==> src/pkg/lm_map.svh <==
`ifndef LM_MAP_SVH
`define LM_MAP_SVH

// ----------------------------------------------------------------
// Loop unit constants
// ----------------------------------------------------------------
`define LM_LOOP_DISP  16'hFFFC
`define LM_CNT_DONE   16'hFFFF
`define LM_CNT_STEP   16'h0001
`define LM_WORD_STEP  32'h0000_0002
`define LM_LONG_STEP  32'h0000_0004
`define LM_Q_DEPTH    2
`define LM_RST_WORD   16'h0000
`define LM_RST_ADDR   32'h0000_0000

`endif

==> src/pkg/lm_pkg.sv <==
`default_nettype none

package lm_pkg;
    typedef logic [15:0] lm_word_t;
    typedef logic [31:0] lm_addr_t;
    typedef enum logic [1:0] {LM_IDLE, LM_ARMED, LM_LOOP} lm_state_e;
endpackage

`default_nettype wire

==> src/lm_qualify.sv <==
`timescale 1ns/1ps
`default_nettype none

module lm_qualify
(
    input  wire lm_pkg::lm_word_t opcode,
    output logic                  loop_ok
);
    import lm_pkg::*;

    logic [3:0] grp;
    logic [2:0] opm;
    logic [2:0] mode;
    logic [1:0] sz;
    logic       mem_ea;
    logic       move_ok;
    logic       to_dreg;
    logic       to_areg;
    logic       to_mem;
    logic       ext_mem;
    logic       cmp_mem;
    logic       unary;
    logic       shift1;

    assign grp  = opcode[15:12];
    assign opm  = opcode[8:6];
    assign mode = opcode[5:3];
    assign sz   = opcode[7:6];

    // Only the three indirect modes keep the instruction at one word
    assign mem_ea = (mode >= 3'h2) && (mode <= 3'h4);

    assign move_ok = (opcode[15:14] == 2'h0) && (opcode[13:12] != 2'h0)
                   && (opm >= 3'h2) && (opm <= 3'h4)
                   && (mode <= 3'h4);

    assign to_dreg = ((grp == 4'hD) || (grp == 4'hC) || (grp == 4'hB)
                   || (grp == 4'h8) || (grp == 4'h9))
                   && (opm <= 3'h2) && mem_ea;

    assign to_areg = ((grp == 4'hD) || (grp == 4'hB) || (grp == 4'h9))
                   && ((opm == 3'h3) || (opm == 3'h7)) && mem_ea;

    // Group B with these modes is the exclusive_or_op form
    assign to_mem  = ((grp == 4'hD) || (grp == 4'hC) || (grp == 4'hB)
                   || (grp == 4'h8) || (grp == 4'h9))
                   && (opm >= 3'h4) && (opm <= 3'h6) && mem_ea;

    assign ext_mem = (((grp == 4'hD) || (grp == 4'h9)) && opcode[8]
                   && (sz != 2'h3) && (mode == 3'h1))
                   || (((grp == 4'hC) || (grp == 4'h8)) && (opm == 3'h4)
                   && (mode == 3'h1));

    assign cmp_mem = (grp == 4'hB) && opcode[8] && (sz != 2'h3)
                   && (mode == 3'h1);

    assign unary = (((opcode[15:8] == 8'h40) || (opcode[15:8] == 8'h42)
                 || (opcode[15:8] == 8'h44) || (opcode[15:8] == 8'h46)
                 || (opcode[15:8] == 8'h4A)) && (sz != 2'h3) && mem_ea)
                 || ((opcode[15:6] == 10'h120) && mem_ea);

    // Memory shift forms always shift by exactly one
    assign shift1 = (grp == 4'hE) && !opcode[11] && (sz == 2'h3)
                  && mem_ea;

    assign loop_ok = move_ok || to_dreg || to_areg || to_mem
                   || ext_mem || cmp_mem || unary || shift1;

endmodule

`default_nettype wire

==> src/lm_loop_ctrl.sv <==
// How it works
// - Branch step decrements low counter half by one, compares with minus one.
// - Count reaching minus one is written back; execution falls through.
// - Otherwise a true condition discards the count and falls through.
// - Count live and condition false: branch to pc plus two plus displacement.
// - Two-word queue plus decode word hold the loop pair in loop mode.
// - Enter silently only for looping, displacement minus four, qualifying word.
// - Loop words fetched twice; second decode of qualifier starts loop mode.
// - In loop mode only operand bus cycles run, no opcode fetches.
// - Interrupts sampled only after branch steps while looping.
// - Any taken exception ends loop mode; later re-entry stays possible.
// - Trace set traps after both instructions, so loop never starts.
// - Reset clears all loop state.
// - Bus error handled normally; resume restores loop without refetch.
// - Only one-word encodings with indirect memory operands qualify.
// - Moves qualify with register or indirect source, indirect destination.
// - Listed two-operand arithmetic and logic forms qualify.
// - Single-operand forms qualify with indirect memory operands.
// - Word memory shifts and rotates qualify only by a count of one.
`timescale 1ns/1ps
`default_nettype none
`include "lm_map.svh"

module lm_loop_ctrl
(
    input  wire logic             core_clk,
    input  wire logic             arst_n,
    output logic                  fetch_req,
    output lm_pkg::lm_addr_t      fetch_addr,
    input  wire logic             fetch_ack,
    input  wire lm_pkg::lm_word_t fetch_data,
    input  wire logic             ird_advance,
    output lm_pkg::lm_word_t      ird,
    output logic                  ird_valid,
    output lm_pkg::lm_addr_t      ird_pc,
    output lm_pkg::lm_word_t      q_word0,
    output lm_pkg::lm_word_t      q_word1,
    output logic [1:0]            q_valid,
    input  wire logic             instr_done,
    input  wire logic             test_decrement_branch_exec,
    input  wire lm_pkg::lm_addr_t test_decrement_branch_pc,
    input  wire lm_pkg::lm_word_t test_decrement_branch_count,
    input  wire logic             test_decrement_branch_cond,
    input  wire lm_pkg::lm_word_t test_decrement_branch_disp,
    output logic                  cnt_we,
    output lm_pkg::lm_word_t      cnt_wdata,
    output logic                  branch_taken,
    output lm_pkg::lm_addr_t      branch_pc,
    output logic                  irq_window,
    input  wire logic             trace_en,
    output logic                  trace_take,
    input  wire logic             exc_take,
    input  wire logic             berr,
    input  wire lm_pkg::lm_addr_t exc_pc,
    input  wire logic             rte_resume,
    output logic                  loop_active
);
    import lm_pkg::*;

    localparam int DEPTH = `LM_Q_DEPTH;

    lm_state_e state;
    lm_word_t  q      [DEPTH];
    logic      qv     [DEPTH];
    lm_word_t  sh_q   [DEPTH];
    lm_word_t  sh_ird;
    lm_addr_t  sh_pc;
    logic      sh_v;
    lm_addr_t  loop_pc;
    lm_addr_t  exec_pc;
    lm_addr_t  prev_pc;
    logic      exec_ok;
    logic      prev_ok;
    logic      ird_ok;
    logic      test_decrement_branch_done;
    lm_word_t  dec;
    logic      expired;
    logic      looping;
    lm_addr_t  target;
    lm_addr_t  fall_pc;
    logic      entry_ok;
    logic      exc;
    logic      restore;
    logic      redirect;
    lm_addr_t  redir_pc;
    logic      q_full;
    logic      ird_load;
    logic      push;
    logic [1:0] qcnt;
    logic [1:0] wpos;

    // ----------------------------------------------------------------
    // Branch step arithmetic
    // ----------------------------------------------------------------
    assign dec      = test_decrement_branch_count - `LM_CNT_STEP;
    assign expired  = (dec == `LM_CNT_DONE);
    assign looping  = !expired && !test_decrement_branch_cond;
    assign target   = test_decrement_branch_pc + `LM_WORD_STEP
                    + {{16{test_decrement_branch_disp[15]}}, test_decrement_branch_disp};
    assign fall_pc  = test_decrement_branch_pc + `LM_LONG_STEP;
    // The previous word must sit right before the branch: one word only
    assign entry_ok = looping && (test_decrement_branch_disp == `LM_LOOP_DISP) && prev_ok
                    && (prev_pc == test_decrement_branch_pc - `LM_WORD_STEP)
                    && !trace_en;

    always_ff @(posedge core_clk or negedge arst_n)
    begin
        if (!arst_n)
        begin
            cnt_we       <= 1'b0;
            cnt_wdata    <= `LM_RST_WORD;
            branch_taken <= 1'b0;
            branch_pc    <= `LM_RST_ADDR;
            test_decrement_branch_done    <= 1'b0;
        end
        else
        begin
            // Count is kept on exhaustion and on looping, dropped if cond
            cnt_we       <= test_decrement_branch_exec && (expired || looping);
            branch_taken <= test_decrement_branch_exec && looping;
            test_decrement_branch_done    <= test_decrement_branch_exec;
            if (test_decrement_branch_exec)
            begin
                cnt_wdata <= dec;
                branch_pc <= looping ? target : fall_pc;
            end
        end
    end

    // ----------------------------------------------------------------
    // Flow control and exceptions
    // ----------------------------------------------------------------
    assign exc     = exc_take || berr;
    assign restore = rte_resume && sh_v && !exc;

    always_comb
    begin
        redirect = 1'b0;
        redir_pc = exc_pc;
        if (exc || (rte_resume && !sh_v))
        begin
            redirect = 1'b1;
        end
        else if (test_decrement_branch_exec && looping && (state != LM_LOOP))
        begin
            redirect = 1'b1;
            redir_pc = target;
        end
        else if (test_decrement_branch_exec && !looping && (state == LM_LOOP))
        begin
            redirect = 1'b1;
            redir_pc = fall_pc;
        end
    end

    always_ff @(posedge core_clk or negedge arst_n)
    begin
        if (!arst_n)
        begin
            state   <= LM_IDLE;
            loop_pc <= `LM_RST_ADDR;
        end
        else if (exc)
        begin
            state <= LM_IDLE;
        end
        else if (restore)
        begin
            state <= LM_LOOP;
        end
        else
        begin
            case (state)
                LM_IDLE:
                begin
                    if (test_decrement_branch_exec && entry_ok)
                    begin
                        state   <= LM_ARMED;
                        loop_pc <= prev_pc;
                    end
                end
                LM_ARMED:
                begin
                    // Second fetch of the looped word with the pair queued
                    if (redirect || test_decrement_branch_exec || trace_en)
                        state <= LM_IDLE;
                    else if (ird_valid && ird_ok && (ird_pc == loop_pc)
                             && q_full)
                        state <= LM_LOOP;
                end
                LM_LOOP:
                begin
                    if (test_decrement_branch_exec && !looping)
                        state <= LM_IDLE;
                end
                default: state <= LM_IDLE;
            endcase
        end
    end

    assign loop_active = (state == LM_LOOP);
    // Looped instruction never opens the interrupt window
    assign irq_window  = !loop_active || test_decrement_branch_done;

    always_ff @(posedge core_clk or negedge arst_n)
    begin
        if (!arst_n)
            trace_take <= 1'b0;
        else
            trace_take <= trace_en && (instr_done || test_decrement_branch_exec);
    end

    // ----------------------------------------------------------------
    // Prefetch queue and decode word
    // ----------------------------------------------------------------
    assign q_full   = qv[0] && qv[1];
    assign fetch_req = !loop_active && !q_full;
    assign push     = fetch_req && fetch_ack && !redirect;
    // Decode word and queue freeze while looping
    assign ird_load = qv[0] && (!ird_valid || ird_advance)
                    && !loop_active && !redirect;
    assign qcnt     = {1'b0, qv[0]} + {1'b0, qv[1]};
    assign wpos     = qcnt - {1'b0, ird_load};
    assign q_word0  = q[0];
    assign q_word1  = q[1];
    assign q_valid  = {qv[1], qv[0]};

    genvar gi;
    generate
        for (gi = 0; gi < DEPTH; gi++)
        begin : g_q
            lm_word_t up_d;
            logic     up_v;
            if (gi + 1 < DEPTH)
            begin : g_mid
                assign up_d = q[gi+1];
                assign up_v = qv[gi+1];
            end
            else
            begin : g_top
                assign up_d = `LM_RST_WORD;
                assign up_v = 1'b0;
            end

            always_ff @(posedge core_clk or negedge arst_n)
            begin
                if (!arst_n)
                begin
                    q[gi]  <= `LM_RST_WORD;
                    qv[gi] <= 1'b0;
                end
                else if (restore)
                begin
                    q[gi]  <= sh_q[gi];
                    qv[gi] <= 1'b1;
                end
                else if (redirect)
                    qv[gi] <= 1'b0;
                else if (push && (wpos == 2'(gi)))
                begin
                    q[gi]  <= fetch_data;
                    qv[gi] <= 1'b1;
                end
                else if (ird_load)
                begin
                    q[gi]  <= up_d;
                    qv[gi] <= up_v;
                end
            end

            always_ff @(posedge core_clk or negedge arst_n)
            begin
                if (!arst_n)
                    sh_q[gi] <= `LM_RST_WORD;
                else if (berr && loop_active)
                    sh_q[gi] <= q[gi];
            end
        end
    endgenerate

    always_ff @(posedge core_clk or negedge arst_n)
    begin
        if (!arst_n)
        begin
            ird       <= `LM_RST_WORD;
            ird_valid <= 1'b0;
            // First load steps onto the reset address
            ird_pc    <= `LM_RST_ADDR - `LM_WORD_STEP;
        end
        else if (restore)
        begin
            ird       <= sh_ird;
            ird_valid <= 1'b1;
            ird_pc    <= sh_pc;
        end
        else if (redirect)
        begin
            // Next load from the queue lands on the new address
            ird_valid <= 1'b0;
            ird_pc    <= redir_pc - `LM_WORD_STEP;
        end
        else if (ird_load)
        begin
            ird       <= q[0];
            ird_valid <= 1'b1;
            ird_pc    <= ird_pc + `LM_WORD_STEP;
        end
        else if (ird_advance && !loop_active)
            ird_valid <= 1'b0;
    end

    always_ff @(posedge core_clk or negedge arst_n)
    begin
        if (!arst_n)
            fetch_addr <= `LM_RST_ADDR;
        else if (restore)
            fetch_addr <= sh_pc + `LM_WORD_STEP + `LM_LONG_STEP;
        else if (redirect)
            fetch_addr <= redir_pc;
        else if (push)
            fetch_addr <= fetch_addr + `LM_WORD_STEP;
    end

    // Bus error keeps the three-word loop so the resume needs no fetch
    always_ff @(posedge core_clk or negedge arst_n)
    begin
        if (!arst_n)
        begin
            sh_v   <= 1'b0;
            sh_ird <= `LM_RST_WORD;
            sh_pc  <= `LM_RST_ADDR;
        end
        else if (berr && loop_active)
        begin
            sh_v   <= 1'b1;
            sh_ird <= ird;
            sh_pc  <= ird_pc;
        end
        else if (restore)
            sh_v <= 1'b0;
    end

    // ----------------------------------------------------------------
    // Candidate tracking
    // ----------------------------------------------------------------
    lm_qualify u_qual
    (
        .opcode  (ird),
        .loop_ok (ird_ok)
    );

    always_ff @(posedge core_clk or negedge arst_n)
    begin
        if (!arst_n)
        begin
            exec_ok <= 1'b0;
            prev_ok <= 1'b0;
            exec_pc <= `LM_RST_ADDR;
            prev_pc <= `LM_RST_ADDR;
        end
        else if (ird_advance && ird_valid && !loop_active)
        begin
            prev_ok <= exec_ok;
            exec_ok <= ird_ok;
            prev_pc <= exec_pc;
            exec_pc <= ird_pc;
        end
    end
endmodule

`default_nettype wire

==> config.mk <==
export PLATFORM = sky130hd
export DESIGN_NAME = lm_loop_ctrl
export DESIGN_NICKNAME = d
export VERILOG_FILES = /design/src/pkg/lm_pkg.sv /design/src/lm_qualify.sv /design/src/lm_loop_ctrl.sv
export VERILOG_INCLUDE_DIRS = /design/src /design/src/pkg
export SDC_FILE = /design/constraint.sdc
export NUM_CORES = 1
export LEC_CHECK = 0
export ABC_CLOCK_PERIOD_IN_PS = 6300
export BUFFER_PORTS_ARGS = -buffer_cell sky130_fd_sc_hd__buf_2
export CAP_MARGIN = 40
export CELL_PAD_IN_SITES_DETAIL_PLACEMENT = 1
export CELL_PAD_IN_SITES_GLOBAL_PLACEMENT = 1
export CORE_MARGIN = 10
export CORE_UTILIZATION = 49
export DETAILED_ROUTE_END_ITERATION = 16
export PLACE_DENSITY_LB_ADDON = 0.1
export REMOVE_ABC_BUFFERS = 1
export SLEW_MARGIN = 20
export SYNTH_ARGS = -nofsm -noshare
export SYNTH_HDL_FRONTEND = slang
export SYNTH_HIERARCHICAL = 1
export SYNTH_SLANG_ARGS = --single-unit
==> constraint.sdc <==
create_clock -name core_clk -period 6.3 [get_ports core_clk]
set_input_delay 0.945 -clock core_clk [delete_from_list [all_inputs] [get_ports core_clk]]
set_output_delay 0.945 -clock core_clk [all_outputs]
set_load 0.02 [all_outputs]
* Yosys cells after proc, flatten, opt, wreduce, memory -nomap -nowiden
Index checks and enable logic that the tools add are counted.
** Storage, ports and cells
- Register bits after elaboration :: 348
- Word-level logic and storage cells :: 237
** Operators by class
- $add $sub $neg :: 12
- Magnitude comparators :: 7
- Equality and inequality tests :: 30
- Multiplexer cells :: 45
- Bitwise gates (word level) :: 2
- Reduce and logical (&&, ||, !) cells :: 116
** Operators by type and width (count)
- $mux 32 :: 10
- $mux 16 :: 11
- $add 32x2->32 const B :: 4
- $add 32x3->32 const B :: 2
- $eq 32x32->1 :: 2
- $sub 32x2->32 const B :: 2
- $logic_and 1x1->1 :: 57
- $eq 8x7->1 const B :: 5
- $add 32x32->32 :: 1
- $eq 16x16->1 const B :: 2
- $logic_or 1x1->1 :: 30
- $eq 4x4->1 const B :: 6
- $mux 1 :: 17
- $sub 16x1->16 const B :: 1
- $mux 2 :: 6
- $reduce_bool 3->1 :: 4
- $reduce_bool 4->1 :: 3
- $logic_not 1->1 :: 11
- $eq 10x9->1 const B :: 1
- $le 3x3->1 const B :: 3
- $eq 3x3->1 const B :: 2
- $ge 3x2->1 const B :: 2
- $logic_not 2->1 :: 3
- $ne 2x2->1 const B :: 3
- other kinds (17) :: 24

* Depth between registers and ports, before layout
- Depth in word-level cells :: 22
- Depth in mapped cells :: 23
- Depth with buffers taken out :: 19

* Modules after synthesis
Netlist, hierarchy kept.
** Modules (own cells, without submodules)
- lm_loop_ctrl :: times used 1, cells each 2447, area each 22345.2 µm²
- lm_qualify :: times used 1, cells each 26, area each 175.2 µm²

* Worst setup path after synthesis
No wires, ideal clock.
- Kind :: input to register
- Start point :: input port test_decrement_branch_count[0]
- End point :: register q, in the netlist q_word0[10]
- Arrival time :: 5.213 ns
- Data required time :: 6.182 ns
- Path slack :: 0.969 ns
- Stages :: 21
- Path buffers :: 4
- Cell sequence :: inv_1 > ha_1 > or4b_4 > nor2_2 > o221ai_2 > a2111oi_4 > a21oi_1 > xnor2_1 > o21a_1 > nand2_1 > clkinv_1 > clkbuf_1 > ha_1 > inv_1 > ha_1 > or3_1 > buf_2 > and3_1 > clkbuf_1 > clkbuf_1 > a21o_1
** Between the ends
- Cells in the longest elaborated chain, start to end :: 18
- Elaborated cells between the ends (all ways) :: 24
- Classes of those cells :: 2 x add/sub; 2 x eq/ne; 6 x mux; 14 x reduce/logical
** RTL lines
- start: declaration :: line lm_loop_ctrl.sv:42 : input wire lm_pkg::lm_word_t test_decrement_branch_count,
- $sub 16x1->16 (no line) (*)
- $eq 16x16->1 (no line) (*)
- $logic_not 1->1 (*) :: line lm_loop_ctrl.sv:97 : assign looping = !expired && !test_decrement_branch_cond;
- $logic_and 1x1->1 (*) :: line lm_loop_ctrl.sv:97
- $logic_not 1->1 :: line lm_loop_ctrl.sv:149 : else if (test_decrement_branch_exec && !looping && (state == LM_LOOP))
- $logic_and 1x1->1 (2 in series) :: line lm_loop_ctrl.sv:149
- $mux 1 :: line lm_loop_ctrl.sv:149
- $mux 1 (*) :: line lm_loop_ctrl.sv:144 : else if (test_decrement_branch_exec && looping && (state != LM_LOOP))
- $mux 1 (*) :: line lm_loop_ctrl.sv:140 : if (exc || (rte_resume && !sh_v))
- $logic_not 1->1 :: line lm_loop_ctrl.sv:218, lm_loop_ctrl.sv:221
- $logic_and 1x1->1 :: line lm_loop_ctrl.sv:221 : && !loop_active && !redirect;
- $sub 2x1->2 :: line lm_loop_ctrl.sv:223 : assign wpos = qcnt - {1'b0, ird_load};
- $logic_not 2->1 :: line lm_loop_ctrl.sv:259 : else if (push && (wpos == 2'(gi)))
- $logic_and 1x1->1 :: line lm_loop_ctrl.sv:259
- $mux 16 :: line lm_loop_ctrl.sv:259
- $mux 16 :: line lm_loop_ctrl.sv:257 : else if (redirect)
- $mux 16 :: line lm_loop_ctrl.sv:252 : else if (restore)
- end signal: indexed assignment :: line lm_loop_ctrl.sv:254 : q[gi] <= sh_q[gi];
- end signal: indexed assignment :: line lm_loop_ctrl.sv:261 : q[gi] <= fetch_data;
- end signal: indexed assignment :: line lm_loop_ctrl.sv:266 : q[gi] <= up_d;
- end: declaration :: line lm_loop_ctrl.sv:63 : lm_word_t q [DEPTH];
Every way passes the cells marked *; elsewhere a longest branch is shown, timed or not. The select of a mux whose other input is x is not followed.
A chain may end at the register's enable or synchronous reset.

* Worst setup path after layout
- Start point :: input port test_decrement_branch_count[0]
- End point :: register ird_pc[31]
** Between the ends
- Cells in the longest elaborated chain, start to end :: 13
- Elaborated cells between the ends (all ways) :: 21
- Classes of those cells :: 2 x add/sub; 1 x eq/ne; 8 x mux; 10 x reduce/logical
** RTL lines
- $sub 16x1->16 (no line) (*)
- net dec[0] :: line lm_loop_ctrl.sv:76 : lm_word_t dec;
- $eq 16x16->1 (no line) (*)
- $logic_not 1->1 (*) :: line lm_loop_ctrl.sv:97
- $logic_and 1x1->1 (*) :: line lm_loop_ctrl.sv:97
- $logic_not 1->1 :: line lm_loop_ctrl.sv:149
- $logic_and 1x1->1 (2 in series) :: line lm_loop_ctrl.sv:149
- $mux 32 / $mux 1 (equally long branches) :: line lm_loop_ctrl.sv:149
- $mux 32 / $mux 1 (equally long branches) :: line lm_loop_ctrl.sv:144
- $mux 32 / $mux 1 (equally long branches) :: line lm_loop_ctrl.sv:140
- $sub 32x2->32 (no line) / $logic_not 1->1 (equally long branches)
- $mux 32 / $logic_and 1x1->1 (equally long branches) :: line lm_loop_ctrl.sv:296, lm_loop_ctrl.sv:221
- $mux 32 / $reduce_bool 3->1 (equally long branches)
- end signal: assignment :: line lm_loop_ctrl.sv:288 : ird_pc <= `LM_RST_ADDR - `LM_WORD_STEP;
- end signal: assignment :: line lm_loop_ctrl.sv:294 : ird_pc <= sh_pc;
- end signal: assignment :: line lm_loop_ctrl.sv:300 : ird_pc <= redir_pc - `LM_WORD_STEP;
- end: declaration :: line lm_loop_ctrl.sv:35 : output lm_pkg::lm_addr_t ird_pc,
The timed path passes the listed nets; every way through them passes the cells marked *.

==> flow_summary_export.csv <==
group,metric,value,unit
outcome,status,"finished clean",
layout,nFillCells,5297,
synthesis,yosysWarnings,6,
synthesis,netlist.area_leader.share,0.352,
drt,post_drt_via_cell_ratio,6.15,
pwr,pwr_density_cell,364,nW/um^2
clocking,cts_setup_buffers,0,
critical_path,critPathMaxStageDelay,0.61,ns
pwr,design_power_total,9.50,mW
synthesis,synth_area,22500,sq um
timing,grt_setup_unrepaired,"no",
timing,finalCriticalPeriod,5.48,ns
synthesis,synth-compound-area-share,0.161,
critical_path,worst-path-buf-inv,3,
layout,finish.net_count,2901,
grt,first_global_vias,21617,
synthesis,ys_types,94,
clocking,clkLatencyLatePin,0.60,ns
pwr,vdd_drop_max,0.264,mV
critical_path,critical-path-top-delay-family,"simple AND/OR/NAND/NOR gates",
synthesis,synth-simple-area-share,0.178,
die,fp.coreArea,45400,sq um
synthesis,post_synth_main_area_contributors,"sky130_fd_sc_hd__dfrtp_1 (35%), sky130_fd_sc_hd__mux2_2 (9.1%), sky130_fd_sc_hd__xnor2_1 (5.3%), sky130_fd_sc_hd__nand2_1 (4.2%), sky130_fd_sc_hd__ha_1 (4.0%)",
synthesis,synth_xor_xnor_area_share,0.0910,
clocking,clock_sink_count,348,
critical_path,arrival_worst_endpoint,5.98,ns
clocking,clk_pin_slew_worst_paths,0.06,ns
drt,wl_met2,41600,microns
die,floorplan.die_area,54900,sq um
drt,drtAntennaViolNets,0,
place,io_buffers,291,
grt,pin_count_of_the_biggest_net_entering_global_routing,110,
drt,router_iterations_before_antenna_repair,5,
clocking,cts_made_buffers,42,
pwr,power.leakage,11.8,nW
layout,layout_commonest_cell,"sky130_fd_sc_hd__dfrtp_1",
timing,period_share,0.869,
die,placement_rows,78,
drt,detailroute.via_count,20542,
synthesis,synthMuxAreaShare,0.103,
layout,postLayoutCellArea,26100,sq um
place,detailed_place_hpwl,64100,microns
timing,worst_slew_margin_rel,0.398,
critical_path,crit_path_top_delay_cell,"sky130_fd_sc_hd__nor4_4",
drt,detailedRoute.firstIterationViolations,1478,
clocking,cts_resized,0,
critical_path,endpoint_kind,"register",
critical_path,critPathKind,"primary input to register",
synthesis,synth_sequential_area_ratio,0.388,
synthesis,synth_seq_cells,348,
synthesis,synth_top_cell_by_area,"sky130_fd_sc_hd__dfrtp_1",
clocking,clock-root-buffer,"sky130_fd_sc_hd__clkbuf_16",
timing,fin_skew,0.0185,ns
drt,remaining_drc_errors,0,
grt,grt_pass1_wl,130000,microns
grt,grt_usage,0.306,
synthesis,synth_top_family_by_area,"simple AND/OR/NAND/NOR gates",
clocking,clk_path_buf_depth,3,
drt,avgRoutedWirePerCell,25.7,microns
drt,top_layer,"met4",
layout,area_growth,15.8,%
critical_path,critical_path.cell_chain,"buf_2 > inv_1 > ha_1 > nor4b_2 > nand2b_1 > a211o_1 > a21oi_1 > a21o_2 > buf_4 > mux2i_1 > o221ai_2 > nor4_4 > nand3_1 > nor4_1 > xor2_1 > a21oi_1",
timing,finalSetupViolations,0,
synthesis,avg_inst_size_synth,9.11,sq um
synthesis,adder_and_majority_cell_fraction_of_the_synthesized_area,0.0409,
drt,routed_wirelength,85700,microns
grt,grt-ovfl-total,0,
place,placed_area,24600,sq um
critical_path,crit_path_start_kind,"primary input",
layout,ratio_of_cells_with_drive_above_1_in_the_final_layout,0.244,
die,chipHeight,234,microns
synthesis,number_of_enable_flip_flop_cells_after_synthesis,0,
flow_run,max_cap_violations,0,
drt,met1_length,36800,microns
layout,area_of_the_multi_input_gates,13000,sq um
timing,max_clock_freq,183,MHz
critical_path,cp_common_cell,"sky130_fd_sc_hd__a21oi_1",
synthesis,syn-instance-count,2473,
min_path,hold_path.class,"primary input to async pin",
timing,timing_hold_violations_final,0,
place,place.gp.congestion,0.923,
synthesis,synth_ff_type,"sky130_fd_sc_hd__dfrtp_1",
timing,worst_slew_pin_slew,0.891,ns
drt,met3RoutedLength,4810,microns
layout,sequential_cell_area,8750,sq um
die,ios,292,
layout,layout_common_cells,"sky130_fd_sc_hd__dfrtp_1 (317), sky130_fd_sc_hd__buf_2 (289), sky130_fd_sc_hd__nand2_1 (249)",
timing,final-max-slew-violation-count,0,
grt,antenna_found_initial,0,
die,die_x,234,microns
clocking,cts_hold_buf,0,
critical_path,required,6.81,ns
synthesis,synthArstFlopShare,1.00,
critical_path,critPathMaxFanout,57,
die,initial_utilization,0.496,
clocking,cts_tree,"done",
clocking,htree_num_levels,2,
==> stage by stage <==
| step | cells | TNS [ns] | hold slack, ns | utilization | setup WS, ns |
|---|---|---|---|---|---|
| 2_1_floorplan | 2327 | -143.71 | 0.444 | - | -2.31 |
| 3_3_place_gp | 3256 | 0 | 0.452 | 0.541 | 0.572 |
| 3_5_place_dp | 3257 | 0 | 0.467 | 0.541 | 0.283 |
| 4_1_cts | 3334 | 0 | 0.422 | 0.573 | 0.920 |
| 5_1_grt | 3338 | 0 | 0.422 | 0.575 | 0.505 |
| 6_report | 3339 | 0 | 0.381 | 0.575 | 0.824 |
==> worst register-to-register path, cell delays in order, from the launching register on <==
cell and delay (ns):
sky130_fd_sc_hd__dfrtp_1 0.43, sky130_fd_sc_hd__inv_1 0.09, sky130_fd_sc_hd__a21boi_1 0.22, sky130_fd_sc_hd__nand3_1 0.35, sky130_fd_sc_hd__nor2_1 0.21, sky130_fd_sc_hd__a21boi_2 0.71, sky130_fd_sc_hd__a21oi_2 0.12, sky130_fd_sc_hd__buf_4 0.21
sky130_fd_sc_hd__a21oi_1 0.20, sky130_fd_sc_hd__ha_1 0.24, sky130_fd_sc_hd__inv_1 0.07, sky130_fd_sc_hd__a211o_1 0.28, sky130_fd_sc_hd__nor4_4 0.52, sky130_fd_sc_hd__nand3_1 0.34, sky130_fd_sc_hd__nor4_1 0.38, sky130_fd_sc_hd__xor2_1 0.23
sky130_fd_sc_hd__a21oi_1 0.09
==> power by group <==
part / leakage (nW) / switching, mW / internal [mW]
combinational: 6.71 / 1.79 / 1.28
clock: 0.700 / 1.06 / 1.50
sequential: 4.34 / 0.879 / 2.99
total: 11.8 / 3.73 / 5.77
==> flip-flops by register name (all words and copies together), names as in the netlist, 2 cells and up <==
signal      count
branch_pc      32
exec_pc        32
fetch_addr     32
ird_pc         32
loop_pc        32
prev_pc        32
sh_pc          32
sh_q           32
cnt_wdata      16
ird            16
q_word0        16
q_word1        16
sh_ird         16
state           2
==> area by class of cell <==
type	count	share of cell area
antenna	1	0.0000960
clock buffer	59	0.0458
clock inverter	18	0.00940
inverter	72	0.0104
multi-input combinational	1907	0.498
sequential	348	0.335
tap	600	0.0288
timing repair buffer	334	0.0724
==> routing by layer <==
metal,vias up,GRT usage
met4,0,0.0899
met3,121,0.0529
met5,-,0
met2,584,0.508
li1,9337,-
met1,10500,0.402
==> synth_stat cells (all sizes together) (7+ instances only) <==
cell	count
o221ai	7
buf	31
nand3b	9
o22ai	11
and2	20
a21o	34
ha	72
a221o	10
o21ai	150
xnor2	135
inv	70
o21a	11
dfrtp	317
a21oi	130
clkbuf	115
o221a	8
nand2b	14
a22oi	11
or2	8
mux2	182
a31oi	53
nand3	92
xor2	99
nor4	25
nor2b	11
o211ai	25
nand2	250
mux2i	26
nor3	57
a211oi	40
and3	33
dfstp	31
nand4	50
nor2	218
or3	18
==> path summary, 6_finish.rpt <==
kind,endpoint,start,cells past startpoint,slack [ns]
max reg2reg,ird_pc[31]$_DFFE_PN1N_,sh_v$_DFFE_PN0P_,16,1.54
min in group core_clk,branch_pc[20]$_DFFE_PN0P_,branch_pc[20]$_DFFE_PN0P_,1,0.48
min reg2reg,branch_pc[20]$_DFFE_PN0P_,branch_pc[20]$_DFFE_PN0P_,1,0.48
min,cnt_wdata[11]$_DFFE_PN0P_,arst_n,1,0.38
max in group asynchronous,loop_pc[19]$_DFFE_PN0P_,arst_n,3,4.65
max,ird_pc[31]$_DFFE_PN1N_,test_decrement_branch_count[0],16,0.82
==> cells by family (layout without fill, tap and decap cells) <==
family / count (synthesis) / count (layout)
other: 0 / 1
XOR/XNOR: 234 / 234
flip-flops: 348 / 348
AO/OA/AOI/OAI: 559 / 559
adder cells (fa/ha/maj): 73 / 73
multiplexers: 208 / 208
buffers and inverters: 218 / 483
AND/OR/NAND/NOR: 833 / 833
(Power assumes the default switching activity.)
